===== config.mk =====
export PLATFORM = sky130hd
export DESIGN_NAME = flash_seq
export DESIGN_NICKNAME = d
export VERILOG_FILES = /design/src/rtl/flash_seq_pkg.sv /design/src/rtl/flash_seq.sv
export SDC_FILE = /design/constraint.sdc
export NUM_CORES = 2
export LEC_CHECK = 0
export ABC_AREA = 0
export BUFFER_PORTS_ARGS = -buffer_cell sky130_fd_sc_hd__buf_2
export CAP_MARGIN = 15
export CORE_MARGIN = 5
export CORE_UTILIZATION = 45
export CTS_CLUSTER_DIAMETER = 100
export DETAILED_ROUTE_END_ITERATION = 12
export HOLD_SLACK_MARGIN = 0.1
export PLACE_DENSITY_LB_ADDON = 0.2
export SYNTH_ARGS = -nofsm -noshare
export SYNTH_HDL_FRONTEND = slang
export SYNTH_SLANG_ARGS = --single-unit

===== constraint.sdc =====
create_clock -name i_clk -period 5.55 [get_ports i_clk]
set_input_delay 1.11 -clock i_clk [delete_from_list [all_inputs] [get_ports i_clk]]
set_output_delay 1.11 -clock i_clk [all_outputs]
set_load 0.05 [all_outputs]

===== src/rtl/flash_seq_pkg.sv =====
// Shared constants for the serial flash command sequencer
package flash_seq_pkg;

  // Clock and timing
  localparam int CLK_PERIOD_NS = 100;
  localparam int T_W_NS_DEFAULT = 1000000;

  // Command opcodes
  localparam logic [7:0] OP_WRITE_ENABLE  = 8'h06;
  localparam logic [7:0] OP_WRITE_DISABLE = 8'h04;
  localparam logic [7:0] OP_READ_STATUS   = 8'h05;
  localparam logic [7:0] OP_WRITE_STATUS  = 8'h01;
  localparam logic [7:0] OP_READ          = 8'h03;
  localparam logic [7:0] OP_FAST_READ     = 8'h0B;

  // Status byte layout
  localparam int SR_WIP  = 0;
  localparam int SR_WEL  = 1;
  localparam int SR_BP_LO = 2;
  localparam int SR_BP_HI = 4;
  localparam int SR_SWD  = 7;
  localparam logic [7:0] SR_WRITE_MASK = 8'h9C;

  // Reset values
  localparam logic [2:0] BP_RESET  = 3'h0;
  localparam logic       SWD_RESET = 1'b0;

  // Address space
  localparam int ADDR_W = 24;
  localparam logic [ADDR_W:0] ADDR_SPAN = 25'h1000000;

  // APB register byte offsets
  localparam logic [7:0] REG_STATUS     = 8'h00;
  localparam logic [7:0] REG_MEM_ADDR   = 8'h04;
  localparam logic [7:0] REG_MEM_DATA   = 8'h08;
  localparam logic [7:0] REG_PROT_QUERY = 8'h0C;

  // Command phases
  typedef enum logic [3:0] {
    PH_IDLE   = 4'b0000,
    PH_OPCODE = 4'b0001,
    PH_ADDR   = 4'b0010,
    PH_DUMMY  = 4'b0011,
    PH_DATA   = 4'b0100,
    PH_STAT   = 4'b0101,
    PH_WSR    = 4'b0110,
    PH_WSR_OK = 4'b0111,
    PH_WREN   = 4'b1000,
    PH_WRDI   = 4'b1001,
    PH_IGNORE = 4'b1010
  } phase_t;

endpackage


===== src/rtl/flash_seq.sv =====
// Serial flash status-write, protection and read sequencer with APB access
// What this block does
// - Status write needs write enable latch set
// - Status write keeps bits 6,5,1,0 unchanged
// - Status bits 6 and 5 read zero
// - Select must rise right after data byte
// - Select rise starts timed cycle, busy set
// - Status reads answered during timed cycle
// - Cycle end clears write enable latch
// - Status write sets three protect level bits
// - Status write sets or clears write disable
// - Hardware mode: pin low and disable set
// - Hardware mode refuses every status write
// - Disable clear: writes allowed with latch set
// - Protected areas refuse program and erase; this block has neither command, only the protection query register
// - Hardware mode entered by whichever comes last
// - Only pin high leaves hardware mode
// - Read: opcode, three address bytes, edges
// - Address increments per byte and wraps
// - Select high stops data drive at once
// - Read refused while cycle in progress
// - Fast read adds one dummy byte
// - Busy bit set during any timed cycle
// - Latch clear refuses writes
//
// Decided for this implementation: the placing of the registers and register access over APB.
`timescale 1ns/10ps
`default_nettype none

module flash_seq
  import flash_seq_pkg::*;
#(
  parameter int T_W_NS = T_W_NS_DEFAULT,
  parameter int MEM_AW = 8
) (
  // Clock and reset
  input  wire logic        i_clk,
  input  wire logic        i_reset_n,
  // Serial link pins
  input  wire logic        i_select_n,
  input  wire logic        i_serial_clock,
  input  wire logic        i_serial_in_line,
  input  wire logic        i_write_protect_pin_n,
  output logic             o_serial_out_line,
  output logic             o_serial_out_oe,
  // Status outputs
  output logic             o_write_in_progress,
  output logic             o_write_enable_latch,
  output logic             o_hardware_protected_mode,
  // APB slave
  input  wire logic        i_psel,
  input  wire logic        i_penable,
  input  wire logic        i_pwrite,
  input  wire logic [7:0]  i_paddr,
  input  wire logic [31:0] i_pwdata,
  output logic [31:0]      o_prdata,
  output logic             o_pready,
  output logic             o_pslverr
);

  localparam int TW_CYC_RAW = T_W_NS / CLK_PERIOD_NS;
  localparam int TW_CYC = (TW_CYC_RAW < 1) ? 1 : TW_CYC_RAW;

  typedef struct packed {
    logic [2:0]        cs_sync;
    logic [2:0]        sck_sync;
    logic [2:0]        din_sync;
    logic [2:0]        wp_sync;
    logic              cs_lvl;
    logic              sck_lvl;
    logic              wp_lvl;
    phase_t            phase;
    logic              fast;
    logic [2:0]        bitcnt;
    logic [1:0]        bytecnt;
    logic [7:0]        shreg;
    logic [ADDR_W-1:0] addr;
    logic [7:0]        out_sh;
    logic              dout;
    logic              doe;
    logic              write_enable_latch;
    logic              write_in_progress;
    logic [2:0]        bp;
    logic              swd;
    logic              hardware_protected_mode;
    logic [7:0]        pend;
    logic [31:0]       timer;
    logic [MEM_AW-1:0] mem_ptr;
    logic [ADDR_W-1:0] query;
    logic [31:0]       prdata;
    logic              pready;
    logic              pslverr;
  } state_t;

  state_t st_ff;
  state_t nxt_st;

  logic [7:0] mem [0:(1<<MEM_AW)-1];

  logic              cs_new;
  logic              sck_new;
  logic              din_new;
  logic              sck_rise;
  logic              sck_fall;
  logic              cs_rise;
  logic              cs_fall;
  logic [7:0]        byte_in;
  logic [7:0]        status_byte;
  logic              apb_setup;
  logic              apb_write;
  logic              query_prot;

  // Program and sector erase may not touch a protected address; here this only answers the protection query register
  function automatic logic is_protected(input logic [2:0] bp,
                                        input logic [ADDR_W-1:0] a);
    logic [ADDR_W:0] size;
    size = ADDR_SPAN >> (3'h7 - bp);
    if (bp == 3'h0) begin
      is_protected = 1'b0;
    end else begin
      is_protected = ({1'b0, a} >= (ADDR_SPAN - size));
    end
  endfunction

  always_comb begin
    // A level counts once second and third stages agree
    cs_new  = (st_ff.cs_sync[1] == st_ff.cs_sync[2]) ?
              st_ff.cs_sync[2] : st_ff.cs_lvl;
    sck_new = (st_ff.sck_sync[1] == st_ff.sck_sync[2]) ?
              st_ff.sck_sync[2] : st_ff.sck_lvl;
    din_new = st_ff.din_sync[2];
    cs_rise  = cs_new & ~st_ff.cs_lvl;
    cs_fall  = ~cs_new & st_ff.cs_lvl;
    sck_rise = sck_new & ~st_ff.sck_lvl & ~cs_new;
    sck_fall = ~sck_new & st_ff.sck_lvl & ~cs_new;
    byte_in  = {st_ff.shreg[6:0], din_new};
    status_byte = 8'h00;
    status_byte[SR_WIP] = st_ff.write_in_progress;
    status_byte[SR_WEL] = st_ff.write_enable_latch;
    status_byte[SR_BP_HI:SR_BP_LO] = st_ff.bp;
    status_byte[SR_SWD] = st_ff.swd;
    query_prot = is_protected(st_ff.bp, st_ff.query);
    apb_setup = i_psel & ~i_penable;
    apb_write = i_psel & i_penable & st_ff.pready & i_pwrite;

    nxt_st = st_ff;
    nxt_st.cs_sync  = {st_ff.cs_sync[1:0], i_select_n};
    nxt_st.sck_sync = {st_ff.sck_sync[1:0], i_serial_clock};
    nxt_st.din_sync = {st_ff.din_sync[1:0], i_serial_in_line};
    nxt_st.wp_sync  = {st_ff.wp_sync[1:0], i_write_protect_pin_n};
    nxt_st.cs_lvl  = cs_new;
    nxt_st.sck_lvl = sck_new;
    if (st_ff.wp_sync[1] == st_ff.wp_sync[2]) begin
      nxt_st.wp_lvl = st_ff.wp_sync[2];
    end
    // Follows pin and bit live, so order of events is irrelevant
    nxt_st.hardware_protected_mode = ~nxt_st.wp_lvl & st_ff.swd;

    // Self-timed status write cycle
    if (st_ff.write_in_progress) begin
      nxt_st.timer = st_ff.timer - 32'h1;
      if (st_ff.timer <= 32'h1) begin
        nxt_st.write_in_progress = 1'b0;
        nxt_st.write_enable_latch = 1'b0;
      end
    end

    if (cs_fall) begin
      nxt_st.phase  = PH_OPCODE;
      nxt_st.bitcnt = 3'h0;
    end else if (cs_rise) begin
      // Anything not on a byte boundary is dropped
      if (st_ff.bitcnt == 3'h0) begin
        case (st_ff.phase)
          PH_WSR_OK: begin
            nxt_st.swd   = st_ff.pend[SR_SWD];
            nxt_st.bp    = st_ff.pend[SR_BP_HI:SR_BP_LO];
            nxt_st.write_in_progress   = 1'b1;
            nxt_st.timer = 32'(TW_CYC);
          end
          PH_WREN: begin
            nxt_st.write_enable_latch = 1'b1;
          end
          PH_WRDI: begin
            nxt_st.write_enable_latch = 1'b0;
          end
          default: begin
          end
        endcase
      end
      nxt_st.phase = PH_IDLE;
      nxt_st.doe   = 1'b0;
      nxt_st.dout  = 1'b0;
    end else if (sck_rise) begin
      nxt_st.shreg  = byte_in;
      // Output phases count bits on falling edges only
      if (st_ff.phase != PH_DATA && st_ff.phase != PH_STAT) begin
        nxt_st.bitcnt = st_ff.bitcnt + 3'h1;
      end
      case (st_ff.phase)
        PH_OPCODE: begin
          if (st_ff.bitcnt == 3'h7) begin
            nxt_st.bytecnt = 2'h0;
            case (byte_in)
              OP_WRITE_ENABLE: begin
                nxt_st.phase = st_ff.write_in_progress ? PH_IGNORE : PH_WREN;
              end
              OP_WRITE_DISABLE: begin
                nxt_st.phase = st_ff.write_in_progress ? PH_IGNORE : PH_WRDI;
              end
              OP_READ_STATUS: begin
                nxt_st.phase = PH_STAT;
              end
              OP_WRITE_STATUS: begin
                // Refused without latch, in hardware mode or when busy
                nxt_st.phase = (st_ff.write_enable_latch && !st_ff.hardware_protected_mode && !st_ff.write_in_progress) ?
                               PH_WSR : PH_IGNORE;
              end
              OP_READ, OP_FAST_READ: begin
                nxt_st.phase = st_ff.write_in_progress ? PH_IGNORE : PH_ADDR;
                nxt_st.fast  = (byte_in == OP_FAST_READ);
              end
              default: begin
                nxt_st.phase = PH_IGNORE;
              end
            endcase
          end
        end
        PH_ADDR: begin
          if (st_ff.bitcnt == 3'h7) begin
            nxt_st.addr = {st_ff.addr[ADDR_W-9:0], byte_in};
            nxt_st.bytecnt = st_ff.bytecnt + 2'h1;
            if (st_ff.bytecnt == 2'h2) begin
              nxt_st.phase = st_ff.fast ? PH_DUMMY : PH_DATA;
            end
          end
        end
        PH_DUMMY: begin
          if (st_ff.bitcnt == 3'h7) begin
            nxt_st.phase = PH_DATA;
          end
        end
        PH_WSR: begin
          if (st_ff.bitcnt == 3'h7) begin
            nxt_st.pend  = byte_in;
            nxt_st.phase = PH_WSR_OK;
          end
        end
        PH_WSR_OK, PH_WREN, PH_WRDI: begin
          // Extra clocks past the last byte cancel the command
          nxt_st.phase = PH_IGNORE;
        end
        default: begin
        end
      endcase
    end else if (sck_fall &&
                 (st_ff.phase == PH_DATA || st_ff.phase == PH_STAT)) begin
      nxt_st.doe = 1'b1;
      if (st_ff.bitcnt == 3'h0) begin
        if (st_ff.phase == PH_DATA) begin
          nxt_st.dout   = mem[st_ff.addr[MEM_AW-1:0]][7];
          nxt_st.out_sh = {mem[st_ff.addr[MEM_AW-1:0]][6:0], 1'b0};
          nxt_st.addr   = st_ff.addr + 24'h1;
        end else begin
          nxt_st.dout   = status_byte[7];
          nxt_st.out_sh = {status_byte[6:0], 1'b0};
        end
      end else begin
        nxt_st.dout   = st_ff.out_sh[7];
        nxt_st.out_sh = {st_ff.out_sh[6:0], 1'b0};
      end
      nxt_st.bitcnt = st_ff.bitcnt + 3'h1;
    end

    // APB: answer prepared in setup, given in access with no wait
    nxt_st.pready  = apb_setup;
    nxt_st.pslverr = 1'b0;
    if (apb_setup) begin
      nxt_st.prdata = 32'h0;
      if (i_paddr == REG_STATUS) begin
        nxt_st.prdata = {22'h0, st_ff.hardware_protected_mode, st_ff.write_in_progress, status_byte};
      end else if (i_paddr == REG_MEM_ADDR) begin
        nxt_st.prdata = {{(32-MEM_AW){1'b0}}, st_ff.mem_ptr};
      end else if (i_paddr == REG_MEM_DATA) begin
        nxt_st.prdata = {24'h0, mem[st_ff.mem_ptr]};
      end else if (i_paddr == REG_PROT_QUERY) begin
        nxt_st.prdata = {6'h0, st_ff.query,
                         (st_ff.bp != 3'h0), query_prot};
      end else begin
        nxt_st.pslverr = 1'b1;
      end
    end
    if (apb_write) begin
      if (i_paddr == REG_MEM_ADDR) begin
        nxt_st.mem_ptr = i_pwdata[MEM_AW-1:0];
      end else if (i_paddr == REG_MEM_DATA) begin
        nxt_st.mem_ptr = st_ff.mem_ptr + 1'b1;
      end else if (i_paddr == REG_PROT_QUERY) begin
        nxt_st.query = i_pwdata[ADDR_W+1:2];
      end
    end
  end

  always_ff @(posedge i_clk) begin
    if (!i_reset_n) begin
      st_ff         <= '0;
      st_ff.cs_sync <= 3'h7;
      st_ff.cs_lvl  <= 1'b1;
      st_ff.wp_sync <= 3'h7;
      st_ff.wp_lvl  <= 1'b1;
      st_ff.phase   <= PH_IDLE;
      st_ff.bp      <= BP_RESET;
      st_ff.swd     <= SWD_RESET;
    end else begin
      st_ff <= nxt_st;
    end
  end

  // Memory content is loaded by software, one byte per data access
  always_ff @(posedge i_clk) begin
    if (apb_write && i_paddr == REG_MEM_DATA) begin
      mem[st_ff.mem_ptr] <= i_pwdata[7:0];
    end
  end

  assign o_serial_out_line         = st_ff.dout;
  assign o_serial_out_oe           = st_ff.doe;
  assign o_write_in_progress       = st_ff.write_in_progress;
  assign o_write_enable_latch      = st_ff.write_enable_latch;
  assign o_hardware_protected_mode = st_ff.hardware_protected_mode;
  assign o_prdata                  = st_ff.prdata;
  assign o_pready                  = st_ff.pready;
  assign o_pslverr                 = st_ff.pslverr;

endmodule

`default_nettype wire


After elaboration in Yosys (flattened, before gate mapping)
Memories as Yosys holds them, arrays and structs flattened. A register that Yosys moved wholly into a read port is not among the register bits.
Index checks and enable logic that the tools add are counted.
- magnitude comparators: 2
- bitwise logic cells: 24
- shift operators: 1
- eq/ne operators: 39
- add/sub/neg operators: 7
- mux-type cells: 62
- reduce and logical (&&, ||, !) cells: 39
- operators with widths (kind ; count):
    $mux 32 ; 5
    $mux 24 ; 5
    $mux 26 ; 4
    $mux 8 ; 6
    $pmux 4 s5 ; 2
    $mux 34 ; 1
    $eq 8x3->1 const B ; 4
    $le 32x1->1 const B ; 1
    $sub 32x1->32 const B ; 1
    $ge 24x25->1 ; 1
    $shr 25x3->25 const A ; 1
    $sub 25x25->25 const A ; 1
    $add 24x1->24 const B ; 1
    $eq 8x4->1 const B ; 3
    $mux 4 ; 6
    $reduce_and 7->1 ; 3
    $ne 4x4->1 const B ; 5
    $mux 2 ; 9
    $mux 6 ; 3
    $mux 9 ; 2
    $eq 4x3->1 const B ; 4
    $not 1->1 ; 13
    $mux 3 ; 4
    $reduce_and 4->1 ; 3
    other kinds (36) ; 86
- output and inout bits: 39
- flip-flop bits (word level): 180
- bits in writable memories: 2048
- word-level logic and storage cells: 204
- input port bits: 49
- memories kept: 1
- memory list (memory ; depth ; bits a word ; read ports ; clocked after Yosys merged registers in ; wr ports ; line ; text):
    mem ; 256 ; 8 ; 2 ; 2 ; 1 ; flash_seq.sv:98 ; logic [7:0] mem [0:(1<<MEM_AW)-1];

Depth between registers and ports, before layout
- depth after elaboration: 10
- gate-level depth with buffers: 14
- depth with buffers taken out: 11

Least setup slack after synthesis
OpenSTA, ideal clock, no wires.
- kind: in2reg
- start: input i_paddr[5]
- end: memory mem[160][0], enable pin
- setup time: 370 ps
- cell stages on the path: 7
- arrival time: 2923 ps
- required time: 5180 ps
- path slack: 2257 ps
- path buffers: 1
- cell sequence: nor2_1 -> and3_1 -> nand2_1 -> nor4_1 -> nand2_1 -> clkbuf_1 -> nor2_1
- cells in the longest elaborated chain, start to end: 4
- ends and longest elaborated chain (what ; line ; text):
    from (decl) ; flash_seq.sv:54 ; input wire logic [7:0] i_paddr,
    $eq 8x4->1 ; flash_seq.sv:321 ; if (apb_write && i_paddr == REG_MEM_DATA) begin
    $logic_and 1x1->1 ; flash_seq.sv:321 ;
    $mux 1 ; flash_seq.sv:321 ;
    $mux 1 (implied by the code) ; flash_seq.sv:322 ; mem[st_ff.mem_ptr] <= i_pwdata[7:0];
    to (decl) ; flash_seq.sv:98 ;
No other way between the ends.

Final worst setup path
- start: register st_ff[167] (netlist name)
- end: register st_ff[119] (netlist name)
- cells in the longest elaborated chain, start to end: 5
- elaborated cells between the ends (all ways): 12
- those cells by class: mux (1); bitwise (9); reduce/logical (2)
- ends and longest elaborated chain (what ; line ; text):
    from (decl) ; flash_seq.sv:95 ; state_t st_ff;
    from (signal assigned) ; flash_seq.sv:315 ; st_ff <= nxt_st;
    $mux 1 (*) ; flash_seq.sv:127 ; cs_new = (st_ff.cs_sync[1] == st_ff.cs_sync[2]) ?
    net cs_new ; flash_seq.sv:100 ; logic cs_new;
    $not 1->1 ; flash_seq.sv:133, flash_seq.sv:134, flash_seq.sv:135 ;
    $and 1x1->1, on equally long branches ; flash_seq.sv:135, flash_seq.sv:133, flash_seq.sv:134 ;
    $logic_and 1x1->1 / $not 1->1 (equally long branches) ; n/a ;
    $reduce_and 4->1 (no source line) (*) ; n/a ;
Mark *: on every way through the listed nets, which the timed path passes. The rest lies on a longest branch.
A chain may end at the register's enable or synchronous reset.

==> impl_metrics.csv <==
group,metric,value,unit
clock_network,cts-hold-fix-buffers,0,
clock_network,cts.sink_count,2216,
timing,setup_viol,0,
timing,fmax,0.2057,GHz
layout,utilization,50.51,%
global_routing,grt_max_degree,119,
critical_path,end_kind,"register",
route,post_drt_wl_per_cell,38.58,µm
clock_network,h-tree-depth,4,
power_and_ir_drop,p_leak,34.20,nW
power_and_ir_drop,power_density,292.9,nW/µm²
global_routing,gr-max-usage-layer,"met2",
layout,fillers,18180,
place,dpl.hpwl,226500,µm
global_routing,grt_overflow,0,
layout,syn_to_final_growth,11.67,%
hold_path,hold_path_depth,2,
die,die_y,488.2,µm
layout,area.sequential,64890,µm²
die,core,227500,µm²
synthesis,synth-main-ff-cell,"edfxtp_1",
global_routing,grtUsageTotal,28.54,%
timing,relSlewSlack,13.29,%
critical_path,cp.required,6.27,ns
global_routing,grt_pass1_wl,475700,µm
power_and_ir_drop,vdd_drop_max,0.3529,mV
global_routing,grt_pass1_vias,59340,
timing,fin_crit,4.862,ns
synthesis,seq_area_frac_synth,63.03,%
clock_network,cts_tree,"done",
synthesis,postSynthAreaPerCell,18.74,µm²
hold_path,hold_path_class,"input pin to register",
place,dpl_cell_area,107700,µm²
route,final_antenna_net_count,0,
route,drc,0,
clock_network,cts-buffers-inserted,227,
layout,final_nets,5717,
global_routing,grt.met3_usage,7.513,%
clock_network,root_buffer,"clkbuf_16",
route,drt_iter0_markers,9367,
global_routing,gr-usage-met2,42.99,%
place,portBuffers,75,
layout,drive_gt1_share,32.48,%
global_routing,use_met1,39.81,%
place,place_congestion,0.9604,
critical_path,startpoint_type,"register",
critical_path,arrival,5.59,ns
route,wirelength,342000,µm
critical_path,crit_path_max_fanout,7,
layout,multiInputGateArea,35580,µm²
run,maxCapViolations,0,
timing,period_share,87.60,%
die,io_pins,88,
clock_network,clock_latency,0.89,ns
die,num_rows,175,
timing,grt_setup_unrepaired,"false",
die,die_x,488.2,µm
synthesis,ys_ff_latch,2216,
timing,tns,0,ns
synthesis,netlist_area,102900,µm²
timing,slew_viol_final,0,
layout,postLayoutCellArea,114900,µm²
synthesis,yosys_warnings,0,
layout,final_common_cell,"edfxtp_1",
timing,fin_skew,0.05175,ns
status,outcome,"completed",
clock_network,post_cts_buffers,0,
clock_network,clkTransAtPathRegs,0.06,ns
synthesis,synth-edff-count,2048,
clock_network,clockBufferDepth,3,
route,num_vias,60940,
timing,tightest_slew,1.297,ns
die,dieArea,238400,µm²
route,avgViaCountPerCell,6.876,
critical_path,setup.worst_path.class,"register to register",
layout,most-common-layout-cells,"edfxtp_1, mux4_2, nor2_1",
synthesis,synthCells,5491,
critical_path,reg2reg_depth,12,
synthesis,synthArstFlopShare,0,%
synthesis,synth.distinct_cells,76,
clock_network,cts_resized,0,
die,start_util,45.24,%
timing,finalHoldViolCount,0,
global_routing,antenna_found_initial,18,
route,dr.pass1.iters,6,
[logic make-up (layout without fill, tap and decap cells)]
family	after synthesis	in the layout	share of synthesized area (%)
AO/OA/AOI/OAI	569	569	3.905
XOR/XNOR	33	33	0.2809
adder cells (fa/ha/maj)	20	20	0.2432
buffers and inverters	486	830	2.477
flip-flops	2216	2216	63.03
multiplexers	1270	1270	26.18
other	1	20	0.003644
AND/OR/NAND/NOR	896	896	3.886
[routing by layer]
layer	up-vias	wire length, µm
li1	23630	-
met2	3839	155300
met4	8	16800
met3	710	39010
met1	32750	130800
met5	-	55
[worst max-delay path: stages, from the launching register on]
cell,delay (ns)
dfxtp_1,0.34
a21o_1,0.18
o21ai_1,0.14
inv_1,0.18
ha_1,0.28
or2_2,0.35
nor4_1,0.79
buf_4,0.29
nand2_1,0.27
a221oi_1,0.67
nand4_1,0.59
a31oi_1,0.51
nor4_1,0.09
[cell type report]
| class | instances | area share [%] |
|---|---|---|
| clock buffers | 292 | 5.229 |
| inverters | 29 | 0.09908 |
| multi-input cells | 2794 | 30.96 |
| clock inverters | 129 | 1.044 |
| well taps | 3009 | 3.276 |
| diodes | 14 | 0.03049 |
| repair buffers | 380 | 2.892 |
| flip-flops and latches | 2216 | 56.47 |
[per-stage QoR]
step / setup WS (ns) / hold WS, ns / cells / total power [mW]
after floorplan: 2.257 / 0.3863 / 5496 / 18.63
after global placement: 1.055 / 0.4029 / 8428 / 18.92
after detailed placement: 1.026 / 0.4005 / 8428 / 18.94
after CTS: 1.025 / 0.3437 / 8849 / 33.81
after global routing: 0.7412 / 0.3785 / 8850 / 34.54
final: 0.6880 / 0.4092 / 8863 / 33.66
[synthesized netlist by cell type (22+ instances only)]
master    count  area, µm²
mux2i_1     115       1151
nor2b_1      42      262.8
nand2_1     199      747.0
buf_2        98      490.5
a211oi_1     22      165.2
clkbuf_1    203      762.0
a221oi_1     43      376.6
buf_4        88      660.6
a22oi_1     151       1134
mux4_2     1135      25560
nand3_1      59      295.3
o21ai_0      39      195.2
a21oi_1     132      660.6
nor2_1      417       1565
buf_1        31      116.4
dfxtp_1     168       3363
xnor2_1      24      210.2
a22o_1       37      324.1
nor3_1       39      195.2
inv_1        24      90.09
edfxtp_1   2048      61500
o22ai_1      26      162.7
and2_1       24      150.1
buf_6        36      405.4
[final timing paths]
| check | start | slack [ns] | endpoint |
|---|---|---|---|
| setup / recovery | st_ff[167]$_SDFF_PN1_ | 0.69 | st_ff[119]$_SDFFE_PN0P_ |
| hold / removal | i_select_n | 0.41 | nxt_st[178]$_SDFF_PN1_ |
| setup reg to reg | st_ff[167]$_SDFF_PN1_ | 0.69 | st_ff[119]$_SDFFE_PN0P_ |
| hold reg to reg | nxt_st[178]$_SDFF_PN1_ | 0.41 | nxt_st[179]$_SDFF_PN1_ |
[state kept, by name, summed over array words and instances, names as in the netlist, named ones only]
signal,count
byte_in,8
mem,2048
nxt_st,8
o_hardware_protected_mode,1
o_prdata,26
o_pready,1
o_pslverr,1
o_serial_out_line,1
o_serial_out_oe,1
o_write_enable_latch,1
o_write_in_progress,1
st_ff,103
[where the power goes]
group / switching [mW] / total [mW] / internal, mW
sequential: 0.00245 / 18.2 / 18.2
combinational: 0.328 / 0.368 / 0.0401
clock: 6.65 / 15.1 / 8.42
total: 6.98 / 33.7 / 26.7
Power figures use the tool's default switching activity.
